--- config.mk ---
export PLATFORM = sky130hd
export DESIGN_NAME = arb_ctrl
export DESIGN_NICKNAME = d
export VERILOG_FILES = /design/src/common/arb_pkg.sv /design/src/logic/arb_ctrl.sv
export SDC_FILE = /design/constraint.sdc
export NUM_CORES = 1
export LEC_CHECK = 0
export ABC_AREA = 1
export BUFFER_PORTS_ARGS = -buffer_cell sky130_fd_sc_hd__buf_2
export CAP_MARGIN = 25
export CORE_MARGIN = 3
export CORE_UTILIZATION = 58
export DETAILED_ROUTE_END_ITERATION = 6
export GPL_ROUTABILITY_DRIVEN = 0
export PLACE_DENSITY = 0.85
export REMOVE_ABC_BUFFERS = 1
export SETUP_SLACK_MARGIN = 0.1
export SLEW_MARGIN = 20
export SYNTH_ARGS = -nofsm -noshare
export SYNTH_HDL_FRONTEND = slang
export SYNTH_SLANG_ARGS = --single-unit
--- constraint.sdc ---
create_clock -name pclk -period 3.9 [get_ports pclk]
set_clock_uncertainty 0.2 [all_clocks]
set_input_delay 0.195 -clock pclk [delete_from_list [all_inputs] [get_ports pclk]]
set_output_delay 0.195 -clock pclk [all_outputs]
set_load 0.005 [all_outputs]
--- src/common/arb_pkg.sv ---
// Constants, register map and types for the bus arbitration controller
//
// Functional notes
// - Controller function selectable, or disabled.
// - Round-robin, single-level or fixed priority arbitration.
// - Controller drives system clock and acknowledge chain.
// - Controller times out stalled data transfers.
// - Grant not taken up within period flags timeout.
// - Slot one detected enables controller automatically.
// - Request on software-chosen level, take control.
// - Release on request, when done, or hold.
// - Panel reset resets board, drives system reset only when controller enabled.
package arb_pkg;
	// Register byte offsets
	localparam logic [11:0] ctrl_off = 12'h000;
	localparam logic [11:0] stat_off = 12'h004;
	// Control field positions
	localparam int ctl_sc_force_bit = 0;
	localparam int ctl_sc_disable_bit = 1;
	localparam int ctl_mode_lsb = 2;
	localparam int ctl_arb_to_lsb = 4;
	localparam int ctl_level_lsb = 6;
	localparam int ctl_policy_lsb = 8;
	localparam int ctl_req_bit = 10;
	localparam int ctl_bto_lsb = 12;
	localparam logic [31:0] ctrl_reset = 32'h0000_4000;
	// Status: write one to clear bits 0 and 1
	localparam int st_arb_to_bit = 0;
	localparam int st_bus_to_bit = 1;
	localparam int st_sc_bit = 2;
	localparam int st_owner_bit = 3;
	localparam int st_granted_lsb = 4;
	// Timing
	localparam int clk_mhz = 50;
	localparam int arb_to_16_us = 16;
	localparam int arb_to_64_us = 64;
	localparam int arb_to_256_us = 256;
	localparam int arb_to_1_ms = 1;
	localparam int cyc_16 = arb_to_16_us * clk_mhz;
	localparam int cyc_64 = arb_to_64_us * clk_mhz;
	localparam int cyc_256 = arb_to_256_us * clk_mhz;
	localparam int cyc_1ms = arb_to_1_ms * 1000 * clk_mhz;
	localparam int bto_unit_us = 8;
	localparam int bto_unit_cyc = bto_unit_us * clk_mhz;
	localparam int sysclk_half_cyc = 2;
	localparam int reset_stretch_cyc = 16;

	typedef enum logic [1:0] {
		round_robin_arbitration,
		single_level_arbitration,
		priority_arbitration
	} arb_mode_e;

	typedef enum logic [1:0] {
		release_on_request_policy,
		release_when_done_policy,
		capture_and_hold_policy
	} rel_policy_e;

	typedef enum logic [1:0] {
		req_idle,
		req_wait,
		req_own
	} req_state_e;
endpackage

--- src/logic/arb_ctrl.sv ---
// Bus arbitration controller: system controller arbiter plus requester
//
// The APB interface to the registers and the register offsets are this design's own decisions.
`timescale 1ns/1ps
module arb_ctrl #(
	parameter int timeout_1ms_cyc = arb_pkg::cyc_1ms
) (
	input wire logic pclk,
	input wire logic presetn,
	input wire logic psel,
	input wire logic penable,
	input wire logic pwrite,
	input wire logic [11:0] paddr,
	input wire logic [31:0] pwdata,
	output logic [31:0] prdata,
	output logic pready,
	output logic pslverr,
	input wire logic slot1_n,
	input wire logic [3:0] bus_req_n,
	input wire logic bus_busy_n,
	input wire logic data_strobe_n,
	input wire logic dtack_n,
	input wire logic panel_reset_n,
	input wire logic xfer_done,
	output logic [3:0] bus_grant_n,
	output logic [3:0] own_req_n,
	output logic own_busy_n,
	output logic bus_owner,
	output logic sysclk,
	output logic iack_chain_n,
	output logic bus_error_n,
	output logic sysreset_n,
	output logic board_reset_n
);
	// Whole state of the block, registered in one process
	typedef struct packed {
		logic [1:0] slot1_s;
		logic [1:0] slot1_q;
		logic [7:0] breq_s;
		logic [3:0] breq_q;
		logic [1:0] bbsy_s;
		logic [1:0] bbsy_q;
		logic [1:0] ds_s;
		logic [1:0] ds_q;
		logic [1:0] dtk_s;
		logic [1:0] dtk_q;
		logic [1:0] pnl_s;
		logic [1:0] pnl_q;
		logic [31:0] ctrl;
		logic arb_to;
		logic bus_to;
		logic slot1_seen;
		logic [3:0] grant;
		logic [1:0] rr_last;
		logic [31:0] gcnt;
		logic [15:0] bcnt;
		logic [1:0] sclk_div;
		logic sclk;
		logic [4:0] rst_cnt;
		arb_pkg::req_state_e rstate;
		logic [31:0] rdata;
	} state_s;

	state_s st_r;
	state_s st_nxt;

	logic sc_en;
	logic [1:0] mode;
	logic [1:0] lvl;
	logic [1:0] policy;
	logic [31:0] grant_limit;
	logic [3:0] reqs;
	logic [1:0] pick;
	logic pick_ok;
	logic wr_acc;
	logic rd_acc;
	logic other_req;

	// slot one enable
	// Slot one is strapped after reset; software may force or disable.
	assign sc_en = !st_r.ctrl[arb_pkg::ctl_sc_disable_bit] &&
		(st_r.slot1_seen || st_r.ctrl[arb_pkg::ctl_sc_force_bit]);
	assign mode = st_r.ctrl[arb_pkg::ctl_mode_lsb +: 2];
	assign lvl = st_r.ctrl[arb_pkg::ctl_level_lsb +: 2];
	assign policy = st_r.ctrl[arb_pkg::ctl_policy_lsb +: 2];
	assign wr_acc = psel && penable && pwrite;
	assign rd_acc = psel && !penable && !pwrite;
	assign reqs = st_r.breq_q;
	// Another board wants the bus on any level but ours
	assign other_req = |(reqs & ~(4'h1 << lvl));

	always_comb begin
		case (st_r.ctrl[arb_pkg::ctl_arb_to_lsb +: 2])
			2'h0: grant_limit = 32'(arb_pkg::cyc_16);
			2'h1: grant_limit = 32'(arb_pkg::cyc_64);
			2'h2: grant_limit = 32'(arb_pkg::cyc_256);
			default: grant_limit = 32'(timeout_1ms_cyc);
		endcase
	end

	always_comb begin
		pick = 2'h0;
		pick_ok = 1'b0;
		if (mode == 2'(arb_pkg::single_level_arbitration)) begin
			pick = 2'h3;
			pick_ok = reqs[3];
		end else if (mode == 2'(arb_pkg::priority_arbitration)) begin
			for (int i = 0; i < 4; i++) begin
				if (reqs[i]) begin
					pick = 2'(i);
					pick_ok = 1'b1;
				end
			end
		end else begin
			// Round robin: search downward from the level below the last
			for (int k = 4; k >= 1; k--) begin
				if (reqs[2'(st_r.rr_last - 2'(k))]) begin
					pick = 2'(st_r.rr_last - 2'(k));
					pick_ok = 1'b1;
				end
			end
		end
	end

	// Next-state logic for the whole block
	always_comb begin
		st_nxt = st_r;
		st_nxt.slot1_s = {st_r.slot1_s[0], ~slot1_n};
		st_nxt.slot1_q = {st_r.slot1_q[0], st_r.slot1_s[1]};
		st_nxt.breq_s = {st_r.breq_s[3:0], ~bus_req_n};
		st_nxt.breq_q = st_r.breq_s[7:4];
		st_nxt.bbsy_s = {st_r.bbsy_s[0], ~bus_busy_n};
		st_nxt.bbsy_q = {st_r.bbsy_q[0], st_r.bbsy_s[1]};
		st_nxt.ds_s = {st_r.ds_s[0], ~data_strobe_n};
		st_nxt.ds_q = {st_r.ds_q[0], st_r.ds_s[1]};
		st_nxt.dtk_s = {st_r.dtk_s[0], ~dtack_n};
		st_nxt.dtk_q = {st_r.dtk_q[0], st_r.dtk_s[1]};
		st_nxt.pnl_s = {st_r.pnl_s[0], ~panel_reset_n};
		st_nxt.pnl_q = {st_r.pnl_q[0], st_r.pnl_s[1]};
		if (st_r.slot1_q == 2'h1) begin
			st_nxt.slot1_seen = 1'b1;
		end
		// Register writes; the two timeout status bits are write-one-to-clear
		if (wr_acc && paddr == arb_pkg::ctrl_off) begin
			st_nxt.ctrl = pwdata;
		end else if (wr_acc && paddr == arb_pkg::stat_off) begin
			if (pwdata[arb_pkg::st_arb_to_bit]) st_nxt.arb_to = 1'b0;
			if (pwdata[arb_pkg::st_bus_to_bit]) st_nxt.bus_to = 1'b0;
		end
		if (rd_acc && paddr == arb_pkg::ctrl_off) begin
			st_nxt.rdata = st_r.ctrl;
		end else if (rd_acc && paddr == arb_pkg::stat_off) begin
			st_nxt.rdata = {24'h0, st_r.grant, st_r.rstate == arb_pkg::req_own,
				sc_en, st_r.bus_to, st_r.arb_to};
		end else if (rd_acc) begin
			st_nxt.rdata = 32'h0;
		end
		// system clock divider
		// Parked low while disabled, but a high phase always completes,
		// so switching the controller off never leaves a runt pulse
		if (!sc_en && !st_r.sclk) begin
			st_nxt.sclk_div = 2'h0;
		end else if (st_r.sclk_div == 2'(arb_pkg::sysclk_half_cyc - 1)) begin
			st_nxt.sclk_div = 2'h0;
			st_nxt.sclk = ~st_r.sclk;
		end else begin
			st_nxt.sclk_div = st_r.sclk_div + 2'h1;
		end
		// Arbiter: one grant at a time, held until busy is seen or the grant times out
		if (!sc_en) begin
			st_nxt.grant = 4'h0;
			st_nxt.gcnt = 32'h0;
		end else if (st_r.grant != 4'h0) begin
			if (st_r.bbsy_q[1]) begin
				st_nxt.grant = 4'h0;
				st_nxt.gcnt = 32'h0;
			end else if (st_r.gcnt >= grant_limit - 32'h1) begin
				st_nxt.arb_to = 1'b1;
				st_nxt.grant = 4'h0;
				st_nxt.gcnt = 32'h0;
			end else begin
				st_nxt.gcnt = st_r.gcnt + 32'h1;
			end
		end else if (!st_r.bbsy_q[1] && pick_ok) begin
			st_nxt.grant = 4'h1 << pick;
			st_nxt.rr_last = pick;
		end
		if (sc_en && st_r.ds_q[1] && !st_r.dtk_q[1]) begin
			if (st_r.bcnt == 16'(arb_pkg::bto_unit_cyc *
				(32'h1 << st_r.ctrl[arb_pkg::ctl_bto_lsb +: 2]) - 1)) begin
				st_nxt.bus_to = 1'b1;
			end else begin
				st_nxt.bcnt = st_r.bcnt + 16'h1;
			end
		end else begin
			st_nxt.bcnt = 16'h0;
		end
		case (st_r.rstate)
			arb_pkg::req_idle: begin
				if (st_r.ctrl[arb_pkg::ctl_req_bit]) st_nxt.rstate = arb_pkg::req_wait;
			end
			arb_pkg::req_wait: begin
				if (!st_r.ctrl[arb_pkg::ctl_req_bit]) begin
					st_nxt.rstate = arb_pkg::req_idle;
				end else if (st_r.grant[lvl] && !st_r.bbsy_q[1]) begin
					st_nxt.rstate = arb_pkg::req_own;
				end
			end
			default: begin
				if (!st_r.ctrl[arb_pkg::ctl_req_bit] ||
					(policy == 2'(arb_pkg::release_on_request_policy) &&
						other_req && xfer_done) ||
					(policy == 2'(arb_pkg::release_when_done_policy) && xfer_done)) begin
					st_nxt.rstate = arb_pkg::req_idle;
					if (policy == 2'(arb_pkg::release_when_done_policy)) begin
						st_nxt.ctrl[arb_pkg::ctl_req_bit] = 1'b0;
					end
				end
			end
		endcase
		if (st_r.pnl_q[1]) begin
			st_nxt.rst_cnt = 5'(arb_pkg::reset_stretch_cyc);
		end else if (st_r.rst_cnt != 5'h0) begin
			st_nxt.rst_cnt = st_r.rst_cnt - 5'h1;
		end
	end

	// State register
	always_ff @(posedge pclk or negedge presetn) begin
		if (!presetn) begin
			st_r <= '0;
			st_r.ctrl <= arb_pkg::ctrl_reset;
			st_r.rstate <= arb_pkg::req_idle;
		end else begin
			st_r <= st_nxt;
		end
	end

	// Outputs; controller pins idle high when disabled, except sysclk, which parks low
	assign prdata = st_r.rdata;
	assign pready = 1'b1;
	assign pslverr = 1'b0;
	assign bus_grant_n = ~st_r.grant;
	assign own_req_n = ~(st_r.rstate == arb_pkg::req_wait ? 4'h1 << lvl : 4'h0);
	assign own_busy_n = ~(st_r.rstate == arb_pkg::req_own);
	assign bus_owner = st_r.rstate == arb_pkg::req_own;
	assign sysclk = st_r.sclk;
	assign iack_chain_n = !(sc_en && st_r.ds_q[1]);
	assign bus_error_n = !(sc_en && st_r.bus_to);
	assign sysreset_n = !(sc_en && st_r.rst_cnt != 5'h0);
	assign board_reset_n = st_r.rst_cnt == 5'h0;
endmodule

# == After elaboration in Yosys (flattened, before gate mapping) ==
# Index checks and enable logic that the tools add are counted.
# totals
register_bits,163
inputBits,59
out_inout_bits,49
word_cells,193
# classes
n_addsub,9
n_mul,1
magnitude_cmp,6
eq_ne,17
n_shift,3
muxes,68
n_bitwise,14
n_reduce_logical,49
# ops
cell,count
$mux W32,7
$pmux W16 S3,1
$add A32 B1 Y32 const B,1
$ge A32 B32 Y1,1
$mul A5 B32 Y12 const A,1
$mux W16,2
$mux W2,16
$shl A1 B2 Y32 const A,1
$sub A32 B1 Y32 const B,1
$mux W1,27
$mux W4,5
$logic_and A1 B1 Y1,19
$add A16 B1 Y16 const B,1
$eq A16 B16 Y1,1
$not A4 Y4,4
$sub A16 B1 Y16 const B,1
$lt A2 B3 Y1 const B,5
$eq A12 B3 Y1 const B,1
$eq A2 B1 Y1 const B,6
$logic_not A12 Y1,1
$logic_not A1 Y1,11
$mux W11,1
$bmux W1 S2,5
$mux W5,2
other kinds (26),46

# == Logic depth before layout (Yosys ltp) ==
# Gate-level depths: netlist of the first run.
# logic_depth
word_depth,12
ltp_mapped,22
mapped_depth_nobuf,21

# == Worst setup path before layout of the first run ==
# No wires, ideal clock.
# synth_path
path_kind,register to register
startpoint,register st_r[111] (netlist bit)
endpoint,register st_r[46] (netlist bit)
setup_time_ns,0.119
arrival_ns,2.581
required_time_ns,3.581
slack_ns,1.000
stages_incl_launch_ff,21
n_path_buf,1
synth_period_minus_slack_ns,2.900
path_cell_list,dfrtp_1 -> inv_1 -> ha_1 -> ha_1 -> ha_1 -> nand2_1 -> inv_1 -> ha_1 -> inv_1 -> o21bai_2 -> inv_2 -> nand2_1 -> nor2_2 -> nand2_1 -> nand2_1 -> nand2_1 -> nor2_2 -> nand2_2 -> buf_6 -> a21oi_1 -> nor2_1
# synth_between
elab_chain_cells,5
# synth_rtl
element,line,text
start: declaration,arb_ctrl.sv:64,state_s st_r;
start signal: assignment,arb_ctrl.sv:235,st_r <= st_nxt;
$shl A1 B2 Y32,arb_ctrl.sv:190,(32'h1 << st_r.ctrl[arb_pkg::ctl_bto_lsb +: 2]) - 1)) begin
$mul A5 B32 Y12,arb_ctrl.sv:189,if (st_r.bcnt == 16'(arb_pkg::bto_unit_cyc *
$sub A16 B1 Y16,arb_ctrl.sv:190,
$eq A16 B16 Y1,arb_ctrl.sv:189,
$ne A2 B2 Y1 (no source line),-,
# Every way passes these cells.
# A chain may end at the register's enable or synchronous reset.

# == Worst setup path after layout of the first run ==
# layout_path
startpoint,register st_r[111] (netlist bit)
endpoint,register st_r[49] (netlist bit)
# Same word-level chain as after synthesis.

==> results.toml, run 1 <==
[place]
dp_hpwl_um = 11990
io_buffers = 105

[sta]
finalSetupViolations = 0
slew_violations = 0
rsz0062_at_grt = "false"
tightest_slew_ns = 0.8547
slew_headroom_pct = 42.58
post-route-period-util_pct = 81.96
max_freq_mhz = 312.8
hold_viol = 0
fin_setup_tns_ns = 0
min_period_ns = 3.197

[clocking]
path_clk_slew_ns = 0.07
cts_max_level = 4
clk_path_buf_depth = 2
cts.repair.resized = 0
clock-root-buffer = "clkbuf_16"
cts_setup_buffers = 0
cts_sinks = 163
cts_tree = "yes"
clk_latency_ns = 0.43
numCtsBuffers = 17

[worst_setup_path]
end_kind = "flop"
cp.depth = 19
path_cells = "inv_1, ha_1, ha_1, ha_1, nand2_1, inv_1, ha_1, inv_1, o21bai_2, inv_2, nand2_1, nor2_2, nand2_1, nand2_1, nand2_1, nor2_2, nand2_2, a21oi_1, nor2_1"
worst_setup_path_start_kind = "flop"
regToRegStartpoint = "st_r[111]"
crit_family = "adder cells"
cp_common_cell = "nand2_1"
crit_type = "flop to flop"
critical-path-slowest-cell = "dfrtp_1"
crit_arrival_ns = 3.31
critPathRequiredTime_ns = 4.01
worstPathBufferInverterCount = 4
reg2reg_depth = 19
r2r-end = "st_r[49]"
max_stage_delay_ns = 0.42
cp_max_fo = 11
regToRegSetupSlack_ns = 0.70

[hold_path]
hold_path.class = "input port to async pin"

[global_route]
grt_pass1_vias = 6950
overflow = 0
grt_max_degree = 112
antenna_found_initial = 0
grt.total_usage_pct = 29.37
grt_pass1_wl_um = 34370

[die]
core_um2 = 13300
die_h_um = 123.1
rows = 42
die_w_um = 123.1
start_util_pct = 59.77
dieArea_um2 = 15140
ioPinCount = 108

[job]
max-cap-violations = 0

[power]
max-vdd-ir-drop_mv = 0.4106
p_per_area_nw_per_um2 = 449.7
leakage_nw = 4.845

[yosys]
synthesis.area_um2 = 7946
synth_cell_types = 42
synth_edf_count = 0
async_flop_share_pct = 100.0
synth_ff_type = "dfrtp_1"
ys_seq_area_share_pct = 51.35
ys_warn_count = 0
synthesis.instances = 912
ys_seq_elements = 163
syn_area_per_cell_um2 = 8.713

[drt]
drtIter0Drc = 641
via_per_inst = 5.725
ant_nets = 0
route.detailed.drc = 0
wl_per_cell_um = 17.90
vias = 7013
dr.pass1.iters = 7
totalWireLength_um = 21920

[cells_and_area]
synthToLayoutAreaGrowth_pct = 19.35
final_core_util_pct = 71.33
final_layout_size_suffix_gt1_share_pct = 16.49
nFillCells = 860
fin_nets = 1130
n_antenna_cell = 0

[run_status]
status = "finished clean"
==> worst reg2reg max path, delay by kind of cell (launching register included) <==
kind / cells / cell delay, ns
adders and majority gates: 4 / 1.07
and+or+nand+nor: 9 / 0.76
DFF: 1 / 0.42
buffers and inverters: 4 / 0.33
AOI/OAI and AO/OA: 2 / 0.26
==> Yosys cell counts (2+ instances only) <==
cell        n  area, um^2
nor3_1     12       60.06
ha_1       35       437.9
nand4_1    12       75.07
o221ai_1    6       52.55
o211ai_1    5       37.54
conb_1      2       7.510
a211oi_1    3       22.52
o21ai_1     9       45.04
nor4_4      2       42.54
nor3_2      5       50.05
clkbuf_1   11       41.29
nand2_2     4       25.02
buf_2       5       25.02
clkinv_1    2       7.510
a31oi_1     3       18.77
a21oi_1    55       275.3
nor2_2      6       37.54
buf_6       2       22.52
inv_2       8       30.03
xor2_1     15       131.4
inv_1     129       484.2
o21ai_0    50       250.2
nand3_1    53       265.3
dfrtp_1   162        4054
nand2_1   159       596.8
o22ai_1     8       50.05
xnor2_1     4       35.03
nor4_1      4       25.02
buf_4      36       270.3
nor2_1     93       349.1
==> power by group <==
group          internal (mW)  switching [mW]
clock                  0.854           0.759
combinational          0.267           0.502
sequential              1.78           0.104
==> through the flow <==
step | hold WS, ns | cells | area, um^2 | power, mW | setup slack, ns
after floorplan | -0.3006 | 857 | 7582 | 2.351 | 1.045
after global placement | 0.1314 | 1142 | 8379 | 2.565 | 0.8987
after detailed placement | 0.1347 | 1144 | 8422 | 2.601 | 0.7501
after CTS | 0.02573 | 1224 | 9457 | 4.217 | 0.7135
after global routing | 0.03896 | 1225 | 9484 | 4.447 | 0.4082
final | 0.03629 | 1225 | 9484 | 4.265 | 0.7034
==> logic make-up after synthesis <==
kind of cell / Yosys count / share of synthesized area, %
compound gates: 145 / 10.22
flops: 163 / 51.35
fa+ha+maj: 35 / 5.511
buf+inv: 194 / 11.15
simple gates: 353 / 19.46
other cells: 2 / 0.09451
xor+xnor: 19 / 2.094
mux: 1 / 0.1260
==> timing repair <==
action | in CTS | in global routing
hold buffers | 48 | 0
endpoints found under the hold margin | 154 | 0
setup endpoints to repair | 0 | 0
==> layout make-up <==
type / instances / area (um^2) / area share (%)
well taps: 176 / 220.2 / 2.322
multi-input cells: 555 / 2983 / 31.45
clock buffers: 19 / 442.9 / 4.670
repair buffers: 160 / 1125 / 11.86
flip-flops and latches: 163 / 4080 / 43.02
clock inverters: 13 / 111.4 / 1.174
inverters: 139 / 521.8 / 5.501
==> registers in the layout, summed over array words and instances, names as in the netlist <==
register / count
sysclk: 1
mode: 2
policy: 2
st_r: 97
lvl: 2
reqs: 4
prdata: 32
st_nxt: 23
==> worst max-delay path by stage <==
stage,from,to
2_1_floorplan,st_r[111],st_r[46]
3_3_place_gp,st_r[111],st_r[46]
3_5_place_dp,st_r[111],st_r[47]
4_1_cts,st_r[111],st_r[49]
5_1_grt,st_r[111],st_r[49]
6_report,st_r[111],st_r[49]
==> layout by cell type (no fill, tap or decap), drive strengths merged, types with 2 or more instances in the layout <==
| cell type | n |
|---|---|
| a31oi | 3 |
| inv | 146 |
| nor2 | 99 |
| o22ai | 8 |
| xnor2 | 4 |
| nand4 | 12 |
| o211ai | 5 |
| clkinv | 3 |
| conb | 2 |
| buf | 112 |
| nand2 | 163 |
| a21oi | 56 |
| nor4 | 6 |
| nor3 | 17 |
| a211oi | 3 |
| xor2 | 15 |
| dlygate4sd3 | 48 |
| dfrtp | 162 |
| o21ai | 59 |
| clkinvlp | 3 |
| clkbuf | 19 |
| ha | 35 |
| o221ai | 6 |
| nand3 | 53 |
==> metal layers <==
layer	vias up	track usage, %	routed length, um
met5	-	0	0
met4	0	14.88	906
met3	99	7.228	1949
met2	432	48.48	10670
met1	3345	36.12	8396
li1	3137	-	-
(Power assumes the default switching activity.)
==> run 2: changes to the inputs <==
clock period = 3.19 ns   (was 3.9 ns; I/O delays follow)
==> results.toml, run 2 (synthesized netlist as in run 1, its figures left out) <==
[drt]
ant_nets = 0
via_per_inst = 5.707
dr.pass1.iters = 6
wl_per_cell_um = 17.17
route.detailed.drc = 0
vias = 7043
totalWireLength_um = 21190
drtIter0Drc = 601

[die]
ioPinCount = 108
dieArea_um2 = 15140
die_h_um = 123.1
rows = 42
core_um2 = 13300
start_util_pct = 59.77
die_w_um = 123.1

[worst_setup_path]
worst_setup_path_start_kind = "input port"
regToRegSetupSlack_ns = 0.23
cp_max_fo = 4
regToRegStartpoint = "st_r[111]"
path_cells = "dlygate4sd3_1, buf_2, nor4_4, dlygate4sd3_1, nand3_1, dlygate4sd3_1, nand3_1, dlygate4sd3_1"
crit_type = "input port to flop"
reg2reg_depth = 18
critPathRequiredTime_ns = 3.37
end_kind = "flop"
cp_common_cell = "dlygate4sd3_1"
critical-path-slowest-cell = "dlygate4sd3_1"
crit_arrival_ns = 3.19
max_stage_delay_ns = 0.64
r2r-end = "st_r[49]"

[power]
p_total_mw = 5.239
leakage_nw = 4.868
p_per_area_nw_per_um2 = 545.9
max-vdd-ir-drop_mv = 0.4462

[clocking]
cts_sinks = 163
cts_tree = "yes"
clock-root-buffer = "clkbuf_16"
clk_latency_ns = 0.45
path_clk_slew_ns = 0.07
numCtsBuffers = 17
cts_max_level = 4
clk_path_buf_depth = 2

[run_status]
status = "finished clean"

[cells_and_area]
synthToLayoutAreaGrowth_pct = 20.78
fin_nets = 1139
nFillCells = 825
regMostFlops = "st_r"
final_layout_size_suffix_gt1_share_pct = 18.43
final_cell_mix = "dfrtp_1, nand2_1, inv_1"
largest_reg_flops = 97
final_common_cell = "dfrtp_1"
n_antenna_cell = 0

[sta]
max_freq_mhz = 331.7
finalSetupViolations = 0
min_period_ns = 3.014
slew_violations = 0
fin_setup_tns_ns = 0
rsz0062_at_grt = "false"
post-route-period-util_pct = 94.50
hold_viol = 0
fin_hold_ws_ns = 0.05700
tightest_slew_ns = 0.7963
slew_headroom_pct = 46.50

[place]
io_buffers = 105
dp_hpwl_um = 11580

[global_route]
grt_max_degree = 74
overflow = 0
grt.total_usage_pct = 28.56
grt_pass1_vias = 7053
grt_pass1_wl_um = 33540
antenna_found_initial = 0

[hold_path]
hold_path.class = "input port to async pin"

[job]
max-cap-violations = 0
run 2: cell types whose count changed in the layout (fill, tap and decap cells not counted), sizes merged, moves of 2 or more:
cell,previous run,this run
clkinvlp,3,1
inv,146,148
dlygate4sd3,48,51
buf,112,117
run 2: worst max path at each step:
stage	slack, ns	startpoint	endpoint	cells after the start
detailed placement	0.05	st_r[111]	st_r[49]	19
floorplan	0.34	st_r[111]	st_r[46]	19
global placement	0.20	st_r[111]	st_r[47]	19
finish	0.18	paddr[2]	prdata[1]	8
CTS	0.11	st_r[111]	st_r[46]	19
global route	0.09	st_r[111]	st_r[47]	21
run 2: final cells by class:
cell class | count | area [um^2] | share of cell area [%]
well taps | 176 | 220.2 | 2.294
inverters | 139 | 524.3 | 5.462
clock buffers | 18 | 439.2 | 4.576
clock inverters | 14 | 132.6 | 1.382
flip-flops and latches | 163 | 4083 | 42.54
repair buffers | 168 | 1165 | 12.14
multi-input cells | 556 | 3034 | 31.61
run 2: power breakdown:
group | switching (mW) | internal (mW) | total [mW]
registers | 0.125 | 2.18 | 2.30
logic | 0.603 | 0.328 | 0.931
clock network | 0.951 | 1.06 | 2.01
total | 1.68 | 3.56 | 5.24
run 2: what timing repair did:
action                                 CTS  global route
buffers inserted                         2             2
hold buffers                            51             0
endpoints found under the hold margin  167             0
gates resized for setup                  1            17
pin swaps                                0             5
setup endpoints to repair                6            10
cloned                                   0             1
run 2: critical path, delay by kind of cell:
family	cells	cell delay, ns
buffers and inverters	5	2.46
and+or+nand+nor	3	0.57
run 2: per-layer routing:
layer,up-vias,global-route usage [%],routed length (um)
met2,468,46.57,10200
met1,3296,34.67,8013
li1,3158,-,-
met5,-,0,0
met3,121,8.554,1954
met4,0,14.33,1022
run 2: through the flow:
stage	setup WS, ns	instance area, um^2	cells	utilization, %
floorplan	0.3353	7582	857	-
global placement	0.1983	8402	1145	63.19
detailed placement	0.04624	8402	1145	63.19
CTS	0.1065	9504	1230	71.49
global route	0.08950	9598	1234	72.19
finish	0.1756	9598	1234	72.19
